===== config.mk =====
export PLATFORM = sky130hd
export DESIGN_NAME = external_memory_strobe_control
export DESIGN_NICKNAME = d
export VERILOG_FILES = /design/src/rtl/strobe_pkg.sv /design/src/rtl/phase_divider.sv /design/src/rtl/external_memory_strobe_control.sv
export VERILOG_INCLUDE_DIRS = /design/src /design/src/rtl
export SDC_FILE = /design/constraint.sdc
export NUM_CORES = 1
export LEC_CHECK = 0
export ABC_AREA = 1
export ABC_CLOCK_PERIOD_IN_PS = 4300
export BUFFER_PORTS_ARGS = -buffer_cell sky130_fd_sc_hd__buf_4
export CORE_ASPECT_RATIO = 1.5
export CORE_MARGIN = 4
export CORE_UTILIZATION = 43
export CTS_CLUSTER_SIZE = 40
export DETAILED_ROUTE_END_ITERATION = 6
export HOLD_SLACK_MARGIN = 0.03
export PLACE_DENSITY_LB_ADDON = 0.05
export SLEW_MARGIN = 20
export SYNTH_ARGS = -nofsm -noshare
export SYNTH_HDL_FRONTEND = slang
export SYNTH_SLANG_ARGS = --single-unit

===== constraint.sdc =====
create_clock -name i_clk -period 4.3 [get_ports i_clk]
set_input_delay 0.215 -clock i_clk [delete_from_list [all_inputs] [get_ports i_clk]]
set_output_delay 0.215 -clock i_clk [all_outputs]
set_load 0.01 [all_outputs]

===== src/rtl/strobe_defines.svh =====
`ifndef STROBE_DEFINES_SVH
`define STROBE_DEFINES_SVH
// oscillator periods per machine cycle
`define OSC_PER_CYCLE_STD   4'hC
`define OSC_PER_CYCLE_X2    4'h6
// phase positions inside a machine cycle, one step per oscillator clock
`define PHASE_ALE_A         4'h1
`define PHASE_ALE_B         4'h7
`define PHASE_FETCH_A_START 4'h3
`define PHASE_FETCH_A_END   4'h5
`define PHASE_FETCH_B_START 4'h9
`define PHASE_FETCH_B_END   4'hB
`define PHASE_LAST          4'hB
// double speed visits only the odd phase positions
`define PHASE_FIRST_X2      4'h1
`define PHASE_STEP_X2       4'h2
`define RESET_CYCLES        2'h2
`define SKIP_PER_DATA       2'h2
`endif


===== src/rtl/strobe_pkg.sv =====
package strobe_pkg;
  typedef enum logic [2:0] {
    st_run     = 3'b001,
    st_data    = 3'b010,
    st_reset   = 3'b100
  } bus_state_t;
endpackage


===== src/rtl/phase_divider.sv =====
`timescale 1ns/100ps
`default_nettype none
`include "strobe_defines.svh"
module phase_divider (
  input  wire logic       i_clk,
  input  wire logic       i_srst,
  input  wire logic       i_double_speed_mode,
  output logic            o_tick,
  output logic [3:0]      o_phase,
  output logic            o_cycle_end
);
  logic [3:0] phase;
  logic       run;
  logic [3:0] next_phase;
  logic       next_run;

  // one phase step per clock; double speed jumps over the even steps
  always_comb begin
    next_run   = 1'b1;
    next_phase = phase;
    if (run) begin
      if (phase == `PHASE_LAST) begin
        next_phase = i_double_speed_mode ? `PHASE_FIRST_X2 : 4'h0;
      end else if (i_double_speed_mode && phase[0]) begin
        next_phase = phase + `PHASE_STEP_X2;
      end else begin
        next_phase = phase + 4'h1;
      end
    end
  end

  always_ff @(posedge i_clk) begin
    if (i_srst) begin
      phase <= 4'h0;
      run   <= 1'b0;
    end else begin
      phase <= next_phase;
      run   <= next_run;
    end
  end

  assign o_tick      = run;
  assign o_phase     = phase;
  assign o_cycle_end = run & (phase == `PHASE_LAST);
endmodule
`default_nettype wire


===== src/rtl/external_memory_strobe_control.sv =====
// Behaviour
// RULE1: latch strobe at osc/6, osc/3 double speed
// RULE2: no latch strobe during external data access; the code keeps the first pulse, carrying the data address
// RULE3: software may disable latch strobe internally
// RULE4: latch strobe marks valid low address
// RULE5: fetch strobe twice per external fetch cycle
// RULE6: skip two fetch strobes per data access
// RULE7: fetch strobe idle for internal fetches
// RULE8: select pin high internal, low external
// RULE9: reset after two machine cycles high
// RULE10: ports switch to address/data during bus cycles
// RULE11: write strobe latches low-port data byte
// RULE12: machine cycle twelve or six oscillator periods
// RULE13: fetch strobe active low, else high
`timescale 1ns/100ps
`default_nettype none
`include "strobe_defines.svh"
module external_memory_strobe_control
  import strobe_pkg::*;
(
  input  wire logic       i_clk,
  input  wire logic       i_srst,
  input  wire logic       i_reset_pin,
  input  wire logic       i_external_fetch_select,
  input  wire logic       i_double_speed_mode,
  input  wire logic       i_ale_disable,
  input  wire logic       i_data_access_req,
  input  wire logic       i_data_write,
  input  wire logic [15:0] i_fetch_address,
  input  wire logic [15:0] i_data_address,
  input  wire logic [7:0] i_write_data,
  input  wire logic [7:0] i_port0_latch,
  input  wire logic [7:0] i_port2_latch,
  output logic            o_address_latch_strobe,
  output logic            o_program_fetch_strobe_n,
  output logic            o_data_write_strobe_n,
  output logic            o_data_read_strobe_n,
  output logic            o_fetch_external,
  output logic            o_core_reset,
  output logic            o_data_access_done,
  output logic [7:0]      o_port0_out,
  output logic [7:0]      o_port0_oe_n,
  output logic [7:0]      o_port2_out
);
  logic       tick;
  logic [3:0] phase;
  logic       cycle_end;

  phase_divider u_div (
    .i_clk               (i_clk),
    .i_srst              (i_srst),
    .i_double_speed_mode (i_double_speed_mode),
    .o_tick              (tick),
    .o_phase             (phase),
    .o_cycle_end         (cycle_end)
  ); // see RULE12

  // two-flop synchronisers for the asynchronous pins
  logic       rst_meta;
  logic       rst_sync;
  logic       sel_meta;
  logic       sel_sync;
  always_ff @(posedge i_clk) begin
    rst_meta <= i_reset_pin;
    rst_sync <= rst_meta;
    sel_meta <= i_external_fetch_select;
    sel_sync <= sel_meta;
  end

  bus_state_t state;
  bus_state_t next_state;
  logic [1:0] rst_cnt;
  logic [1:0] next_rst_cnt;
  logic       ext_fetch;
  logic       next_ext_fetch;
  logic       ale;
  logic       next_ale;
  logic       program_fetch_strobe_n;
  logic       next_program_fetch_strobe_n;
  logic       wr_n;
  logic       next_wr_n;
  logic       rd_n;
  logic       next_rd_n;
  logic       done;
  logic       next_done;
  logic       is_write;
  logic       next_is_write;
  logic [7:0] p0;
  logic [7:0] next_p0;
  logic [7:0] p0_oe_n;
  logic [7:0] next_p0_oe_n;
  logic [7:0] p2;
  logic [7:0] next_p2;
  logic       fetch_win;
  logic       ale_phase;
  logic       ale_allowed;

  assign fetch_win = (phase >= `PHASE_FETCH_A_START && phase < `PHASE_FETCH_A_END) ||
                     (phase >= `PHASE_FETCH_B_START && phase < `PHASE_FETCH_B_END);
  assign ale_phase = (phase == `PHASE_ALE_A) || (phase == `PHASE_ALE_B);
  // software may silence the latch strobe only while fetching internally
  assign ale_allowed = ~(i_ale_disable & ~ext_fetch); // see RULE3

  always_comb begin
    next_state    = state;
    next_rst_cnt  = rst_cnt;
    next_ext_fetch = ext_fetch;
    next_ale      = ale;
    next_program_fetch_strobe_n   = program_fetch_strobe_n;
    next_wr_n     = wr_n;
    next_rd_n     = rd_n;
    next_done     = 1'b0;
    next_is_write = is_write;
    next_p0       = p0;
    next_p0_oe_n  = p0_oe_n;
    next_p2       = p2;
    if (cycle_end) begin
      if (!rst_sync) begin
        next_rst_cnt = 2'h0;
      end else if (rst_cnt != `RESET_CYCLES) begin
        next_rst_cnt = rst_cnt + 2'h1; // see RULE9
      end
      next_ext_fetch = ~sel_sync; // see RULE8
    end
    if (tick) begin
      case (state)
        st_run: begin
          next_ale    = ale_phase & ale_allowed; // see RULE1
          next_program_fetch_strobe_n = ~(ext_fetch & fetch_win); // see RULE5
          if (ale_phase) begin
            next_p0      = ext_fetch ? i_fetch_address[7:0] : i_port0_latch; // see RULE4
            next_p2      = ext_fetch ? i_fetch_address[15:8] : i_port2_latch; // see RULE10
            next_p0_oe_n = ext_fetch ? 8'h00 : ~i_port0_latch;
          end else if (ext_fetch && fetch_win) begin
            next_p0_oe_n = 8'hFF;
          end
          if (cycle_end && i_data_access_req) begin
            next_state    = st_data;
            next_is_write = i_data_write;
            next_p0       = i_data_address[7:0]; // see RULE4
            next_p2       = i_data_address[15:8]; // see RULE10
            next_p0_oe_n  = 8'h00;
          end
        end
        st_data: begin
          // only the first latch pulse is kept, carrying the data address
          next_ale    = (phase == `PHASE_ALE_A) & ale_allowed; // see RULE2
          next_program_fetch_strobe_n = 1'b1; // see RULE6
          if (phase == `PHASE_FETCH_A_START) begin
            next_wr_n    = ~is_write; // see RULE11
            next_rd_n    = is_write;
            next_p0      = is_write ? i_write_data : next_p0;
            next_p0_oe_n = is_write ? 8'h00 : 8'hFF;
          end
          if (phase == `PHASE_FETCH_B_END) begin
            next_wr_n = 1'b1;
            next_rd_n = 1'b1;
          end
          if (cycle_end) begin
            next_state   = st_run;
            next_done    = 1'b1;
            next_p0_oe_n = ~i_port0_latch;
          end
        end
        st_reset: next_state = st_run;
        default:  next_state = st_run;
      endcase
    end
    if (!ext_fetch && state == st_run) begin
      next_program_fetch_strobe_n = 1'b1; // see RULE7
    end
    // a pin reset holds every strobe idle until the pin is released
    if (rst_cnt == `RESET_CYCLES) begin
      next_state  = st_reset;
      next_ale    = 1'b0;
      next_program_fetch_strobe_n = 1'b1; // see RULE13
      next_wr_n   = 1'b1;
      next_rd_n   = 1'b1;
    end
  end

  always_ff @(posedge i_clk) begin
    if (i_srst) begin
      state     <= st_reset;
      rst_cnt   <= 2'h0;
      ext_fetch <= 1'b0;
      ale       <= 1'b0;
      program_fetch_strobe_n    <= 1'b1;
      wr_n      <= 1'b1;
      rd_n      <= 1'b1;
      done      <= 1'b0;
      is_write  <= 1'b0;
      p0        <= 8'hFF;
      p0_oe_n   <= 8'hFF;
      p2        <= 8'hFF;
    end else begin
      state     <= next_state;
      rst_cnt   <= next_rst_cnt;
      ext_fetch <= next_ext_fetch;
      ale       <= next_ale;
      program_fetch_strobe_n    <= next_program_fetch_strobe_n;
      wr_n      <= next_wr_n;
      rd_n      <= next_rd_n;
      done      <= next_done;
      is_write  <= next_is_write;
      p0        <= next_p0;
      p0_oe_n   <= next_p0_oe_n;
      p2        <= next_p2;
    end
  end

  assign o_address_latch_strobe   = ale;
  assign o_program_fetch_strobe_n = program_fetch_strobe_n;
  assign o_data_write_strobe_n    = wr_n;
  assign o_data_read_strobe_n     = rd_n;
  assign o_fetch_external         = ext_fetch;
  assign o_core_reset             = (state == st_reset);
  assign o_data_access_done       = done;
  assign o_port0_out              = p0;
  assign o_port0_oe_n             = p0_oe_n;
  assign o_port2_out              = p2;
endmodule
`default_nettype wire


==> results of run 1 <==
==> power by group through the flow <==
stage	registers (mW)	clock network (mW)	logic, mW
final	0.441	0.338	0.137
after global routing	0.444	0.363	0.155
after CTS	0.441	0.347	0.138
after detailed placement	0.451	0	0.136
after global placement	0.450	0	0.135
after floorplan	0.450	0	0.0661
==> per-stage QoR <==
stage / hold slack (ns) / instance area [µm²]
after floorplan: 0.243 / 2510
after global placement: 0.313 / 3220
after CTS: 0.126 / 3360
after global routing: 0.138 / 3360
after detailed placement: 0.316 / 3220
final: 0.129 / 3360
==> layout make-up <==
class                           instances  area share [%]
Sequential cell                        45            26.8
Clock buffer                            5            2.05
Timing Repair Buffer                   97            21.8
Tap cell                               70            2.61
Inverter                               34            3.84
Clock inverter                          3            1.49
Multi-Input combinational cell        284            41.3
==> cells by family after synthesis <==
| family | Yosys count | share of synthesized area (%) |
|---|---|---|
| compound gates | 54 | 13.4 |
| xor+xnor | 1 | 0.349 |
| fa+ha+maj | 5 | 2.49 |
| flops | 45 | 35.9 |
| simple gates | 224 | 39.0 |
| buf+inv | 54 | 8.82 |
==> critical path, stage by stage (launching register included) <==
cell and delay, ns:
dfxtp_1 0.38, nor2_1 0.06, nand2_1 0.53, inv_1 0.49, nand3_1 0.22, nand2_1 0.08
inv_2 0.15, nand2_4 0.10, nand2_1 0.07, nand3_1 0.06
==> cells in the mapped netlist, drive strengths merged <==
master / count
a211oi: 4
a21oi: 16
buf: 10
clkbuf: 10
clkinv: 3
dfxtp: 45
ha: 5
inv: 31
nand2: 116
nand3: 68
nand4: 10
nor2: 26
nor3: 4
o211ai: 9
o21a: 8
o21ai: 16
o31ai: 1
xor2: 1
==> flip-flops by register name, indices dropped and copies added (netlist names) <==
register / count
rst_meta: 1
sel_sync: 1
o_data_write_strobe_n: 1
o_fetch_external: 1
o_port0_oe_n: 8
u_div.o_tick: 1
sel_meta: 1
is_write: 1
rst_sync: 1
o_program_fetch_strobe_n: 1
o_data_read_strobe_n: 1
o_port2_out: 8
state: 3
u_div.o_phase: 4
o_port0_out: 8
o_data_access_done: 1
rst_cnt: 2
o_address_latch_strobe: 1
==> metal layers <==
| layer | share of wire, % | global-route usage, % | vias to the layer above |
|---|---|---|---|
| li1 | - | - | 1441 |
| met3 | 6.5 | 3.87 | 8 |
| met2 | 49 | 35.9 | 88 |
| met4 | 1.4 | 7.67 | 0 |
| met5 | 0 | 0 | - |
| met1 | 43 | 24.5 | 1236 |
==> how the worst max path moves through the flow <==
stage	to	slack, ns	startpoint
2_1_floorplan	o_port2_out[2]$_SDFFE_PP1P_	2.67	u_div.o_phase[0]$_SDFFE_PP0P_
3_3_place_gp	o_port2_out[1]$_SDFFE_PP1P_	2.07	u_div.o_phase[0]$_SDFFE_PP0P_
3_5_place_dp	o_port0_out[1]$_SDFFE_PP1P_	2.03	u_div.o_phase[0]$_SDFFE_PP0P_
4_1_cts	o_port2_out[5]$_SDFFE_PP1P_	2.00	u_div.o_phase[0]$_SDFFE_PP0P_
5_1_grt	o_port0_out[0]$_SDFFE_PP1P_	1.73	u_div.o_phase[3]$_SDFFE_PP0P_
6_report	o_port0_oe_n[4]$_SDFFE_PP1P_	2.01	state[0]$_SDFFE_PP0P_
==> flow_metrics.py, run 1 <==
metrics = {
    "placement": {
        "pre_cts_ws_ns": 2.03,
        "dp_cells": 528,
        "gp_congestion": 0.872,
        "hpwl_um": 5330,
        "io_buffers": 94,
    },
    "worst_setup_path": {
        "reg2regPathDepth": 9,
        "path_class": "register to register",
        "arrival_ns": 2.46,
        "end_kind": "register",
        "cp-start-kind": "register",
        "reg2reg_setup_slack_ns": 2.01,
        "critPathRequiredTime_ns": 4.47,
        "timing.rr.start": "state[0]$_SDFFE_PP0P_",
        "r2r-end": "o_port0_oe_n[4]$_SDFFE_PP1P_",
        "path_max_fanout": 20,
    },
    "synthesis": {
        "synth_cells": 383,
        "synth_area_leaders": "dfxtp_1, nand2_1, nand3_1",
        "syn_area_per_cell_um2": 6.55,
        "yosysUniqueCellTypes": 28,
        "yosys_warnings": 0,
        "netlist.area_leader.share_pct": 35.9,
        "synth-seq-cells": 45,
        "synth_nets": 452,
        "syn_area_um2": 2510,
        "synth.largest_area_cell": "dfxtp_1",
        "synth_seq_area_share_pct": 35.9,
    },
    "cts": {
        "h-tree-depth": 2,
        "cts_buffer_depth": 2,
        "cts_tree": "yes",
        "clk_latency_ns": 0.31,
        "cts_sinks": 45,
        "cts_setup_buffers": 0,
        "cts_hold_buf": 2,
        "clk_pin_slew_ns": 0.10,
        "root_buffer": "clkbuf_8",
        "cts_resized": 0,
        "cts_buffers": 5,
    },
    "die": {
        "initial_utilization_pct": 45.0,
        "chipHeight_um": 102,
        "boundaryPins": 95,
        "dieArea_um2": 7150,
        "core_area_um2": 5570,
        "die_w_um": 70.4,
        "row_count": 33,
    },
    "power_and_ir_drop": {
        "power_frac_comb_pct": 15.0,
        "netSwitchingPower_mw": 0.236,
        "clkPwrFrac_pct": 36.9,
        "p_seq_share_pct": 48.2,
        "cellPowerDensity_nw_per_um2": 273,
        "switching_share_pct": 25.7,
        "power.leakage_nw": 1.67,
        "internal_power_mw": 0.680,
        "power_mw": 0.916,
        "peakVddDrop_mv": 0.262,
    },
    "sta": {
        "maxClockFrequency_mhz": 437,
        "worst_slew_pin_slew_ns": 0.815,
        "post-route-min-period_ns": 2.29,
        "drv_slew": 0,
        "setup_ws_ns": 2.01,
        "finalCritPeriodShare_pct": 53.2,
        "hold_viol": 0,
        "grt_setup_unrepaired": "no",
        "relSlewSlack_pct": 45.3,
        "setup_tns_ns": 0,
        "fin_skew_ns": 0.00868,
        "setup_violations": 0,
    },
    "min_path": {
        "min_delay_path_depth": 2,
        "whs_endpoint": "is_write$_SDFFE_PP0P_",
        "hold_path.startpoint": "i_srst",
        "hold_path.class": "input pin to register",
    },
    "final_layout": {
        "utilization_pct": 60.2,
        "fin_cells": 538,
        "multi_input_area_um2": 1390,
        "final_nets": 536,
        "drive_gt1_share_pct": 24.6,
        "final_common_cell": "nand2_1",
        "areaGrowthSynthToFinish_pct": 33.7,
        "regArea_um2": 901,
        "antenna_cells": 0,
        "final_cell_mix": "nand2_1, buf_4, nand3_1",
        "fillers": 585,
    },
    "global_routing": {
        "grt_pass1_wl_um": 12100,
        "grtUsageTotal_pct": 20.4,
        "grt_pass1_vias": 2729,
        "grt_max_degree": 30,
        "antenna_found_initial": 0,
        "grt-ovfl-total": 0,
    },
    "run_status": {
        "status": "finished clean",
    },
    "routing": {
        "wl_um": 7060,
        "drt_iter0_markers": 82,
        "detailroute.via_count": 2773,
        "drc_errors": 0,
        "avgViaCountPerCell": 5.15,
        "first_pass_iters": 4,
        "wl_per_cell_um": 13.1,
        "antenna_left": 0,
    },
    "run": {
        "cap_viol_max_count": 0,
    },
}
(Power assumes the default switching activity.)
==> run 2: changes to the inputs <==
--- a/config.mk
+++ b/config.mk
@@ -7,7 +7,7 @@
 export NUM_CORES = 1
 export LEC_CHECK = 0
 export ABC_AREA = 1
-export ABC_CLOCK_PERIOD_IN_PS = 4300
+export ABC_CLOCK_PERIOD_IN_PS = 2150
 export BUFFER_PORTS_ARGS = -buffer_cell sky130_fd_sc_hd__buf_4
 export CORE_ASPECT_RATIO = 1.5
 export CORE_MARGIN = 4
==> constraint.sdc (replaced) <==
create_clock -name i_clk -period 2.15 [get_ports i_clk]
set_input_delay 0.1075 -clock i_clk [delete_from_list [all_inputs] [get_ports i_clk]]
set_output_delay 0.1075 -clock i_clk [all_outputs]
set_load 0.01 [all_outputs]
==> flow_metrics.py, run 2 (synthesis results as in run 1) <==
metrics = {
    "die": {
        "chipHeight_um": 102,
        "dieArea_um2": 7150,
        "die_w_um": 70.4,
        "core_area_um2": 5570,
        "boundaryPins": 95,
        "row_count": 33,
        "initial_utilization_pct": 45.0,
    },
    "cts": {
        "cts_tree": "yes",
        "clk_latency_ns": 0.31,
        "cts_buffer_depth": 2,
        "clk_pin_slew_ns": 0.09,
        "cts_sinks": 45,
        "root_buffer": "clkbuf_8",
        "cts_buffers": 5,
        "cts_resized": 0,
        "h-tree-depth": 2,
    },
    "sta": {
        "setup_violations": 0,
        "drv_slew": 0,
        "fin_skew_ns": 0.00863,
        "maxClockFrequency_mhz": 527,
        "finalCritPeriodShare_pct": 88.2,
        "post-route-min-period_ns": 1.90,
        "hold_viol": 0,
        "hold_ws_ns": 0.0453,
        "setup_ws_ns": 0.254,
        "grt_setup_unrepaired": "no",
        "worst_slew_pin_slew_ns": 0.510,
        "relSlewSlack_pct": 65.8,
        "setup_tns_ns": 0,
    },
    "worst_setup_path": {
        "arrival_ns": 2.08,
        "cp-endpoint": "o_port2_out[4]$_SDFFE_PP1P_",
        "cp-start-kind": "register",
        "reg2regPathDepth": 8,
        "timing.rr.start": "u_div.o_phase[0]$_SDFFE_PP0P_",
        "critPathRequiredTime_ns": 2.33,
        "critical_path.startpoint": "u_div.o_phase[0]$_SDFFE_PP0P_",
        "r2r-end": "o_port2_out[4]$_SDFFE_PP1P_",
        "end_kind": "register",
        "path_class": "register to register",
        "reg2reg_setup_slack_ns": 0.25,
        "path_max_fanout": 9,
    },
    "final_layout": {
        "final_common_cell": "nand2_1",
        "areaGrowthSynthToFinish_pct": 36.6,
        "multi_input_area_um2": 1390,
        "final_nets": 549,
        "final_cell_mix": "nand2_1, buf_4, nand3_1",
        "drive_gt1_share_pct": 26.4,
        "fillers": 556,
        "regArea_um2": 901,
        "fin_cells": 551,
        "antenna_cells": 0,
    },
    "global_routing": {
        "grt_pass1_vias": 2740,
        "grt-ovfl-total": 0,
        "grt_pass1_wl_um": 12000,
        "antenna_found_initial": 0,
        "grt_max_degree": 20,
        "grtUsageTotal_pct": 20.6,
    },
    "run": {
        "cap_viol_max_count": 0,
    },
    "power_and_ir_drop": {
        "power.leakage_nw": 1.72,
        "cellPowerDensity_nw_per_um2": 498,
        "peakVddDrop_mv": 0.417,
    },
    "placement": {
        "pre_cts_ws_ns": 0.276,
        "io_buffers": 94,
        "dp_cells": 540,
        "hpwl_um": 5620,
        "gp_congestion": 0.880,
    },
    "min_path": {
        "hold_path.class": "input pin to register",
    },
    "routing": {
        "drt_iter0_markers": 82,
        "wl_um": 7150,
        "wl_per_cell_um": 13.0,
        "avgViaCountPerCell": 5.01,
        "first_pass_iters": 4,
        "drc_errors": 0,
        "antenna_left": 0,
        "detailroute.via_count": 2759,
    },
    "run_status": {
        "status": "finished clean",
    },
}
-- run 2: cell types whose count changed in the layout (fill, tap and decap cells not counted), sizes merged --
| cell | previous run | this run |
|---|---|---|
| buf | 95 | 107 |
| bufinv | 1 | 0 |
| clkinvlp | 0 | 1 |
| dlygate4sd3 | 2 | 3 |
-- run 2: cell type report --
class	count	share of cell area, %
clock buffer	5	2.01
clock inverter	3	0.620
inverter	34	3.76
multi-input combinational	284	40.5
sequential	45	26.3
tap	70	2.55
timing repair buffer	110	24.3
-- run 2: worst min path at each step --
stage / from / end / slack (ns) / cells after the start
final: i_data_address[10] / o_port2_out[2]$_SDFFE_PP1P_ / 0.05 / 3
after global routing: i_data_address[10] / o_port2_out[2]$_SDFFE_PP1P_ / 0.06 / 3
after CTS: i_data_address[10] / o_port2_out[2]$_SDFFE_PP1P_ / 0.04 / 3
after detailed placement: i_reset_pin / rst_meta$_DFF_P_ / 0.21 / 1
after global placement: i_external_fetch_select / sel_meta$_DFF_P_ / 0.21 / 1
after floorplan: i_reset_pin / rst_meta$_DFF_P_ / 0.14 / 0
-- run 2: metal layers --
layer / wire, µm / vias up / share of wire (%) / global-route usage, %
met3: 472 / 7 / 6.6 / 4.07
met2: 3650 / 84 / 51 / 37.9
met1: 2950 / 1206 / 41 / 23.9
li1: - / 1462 / - / -
met5: 0 / - / 0 / 0
met4: 82 / 0 / 1.1 / 6.05
-- run 2: where the power goes --
| part | total, mW | internal, mW | switching (mW) |
|---|---|---|---|
| sequential | 0.881 | 0.860 | 0.0209 |
| clock | 0.542 | 0.231 | 0.311 |
| combinational | 0.285 | 0.153 | 0.132 |
-- run 2: what timing repair did --
item	CTS	global route
hold endpoints to repair	3	0
hold buffers	3	0
setup buffers	0	0
-- run 2: through the flow --
stage | utilization (%) | total power, mW | area (µm²)
2_1_floorplan | - | 1.03 | 2510
3_3_place_gp | 59.3 | 1.18 | 3310
3_5_place_dp | 59.3 | 1.18 | 3310
4_1_cts | 61.5 | 1.72 | 3430
5_1_grt | 61.5 | 1.81 | 3430
6_report | 61.5 | 1.71 | 3430
-- run 2: critical path, stage by stage, from the launching register on --
cell and delay [ns]:
dfxtp_1 0.41, ha_1 0.31, inv_2 0.05, nor2_2 0.10, nand4_1 0.26, a21oi_4 0.35, inv_2 0.13, nand2_1 0.08
nand3_1 0.08
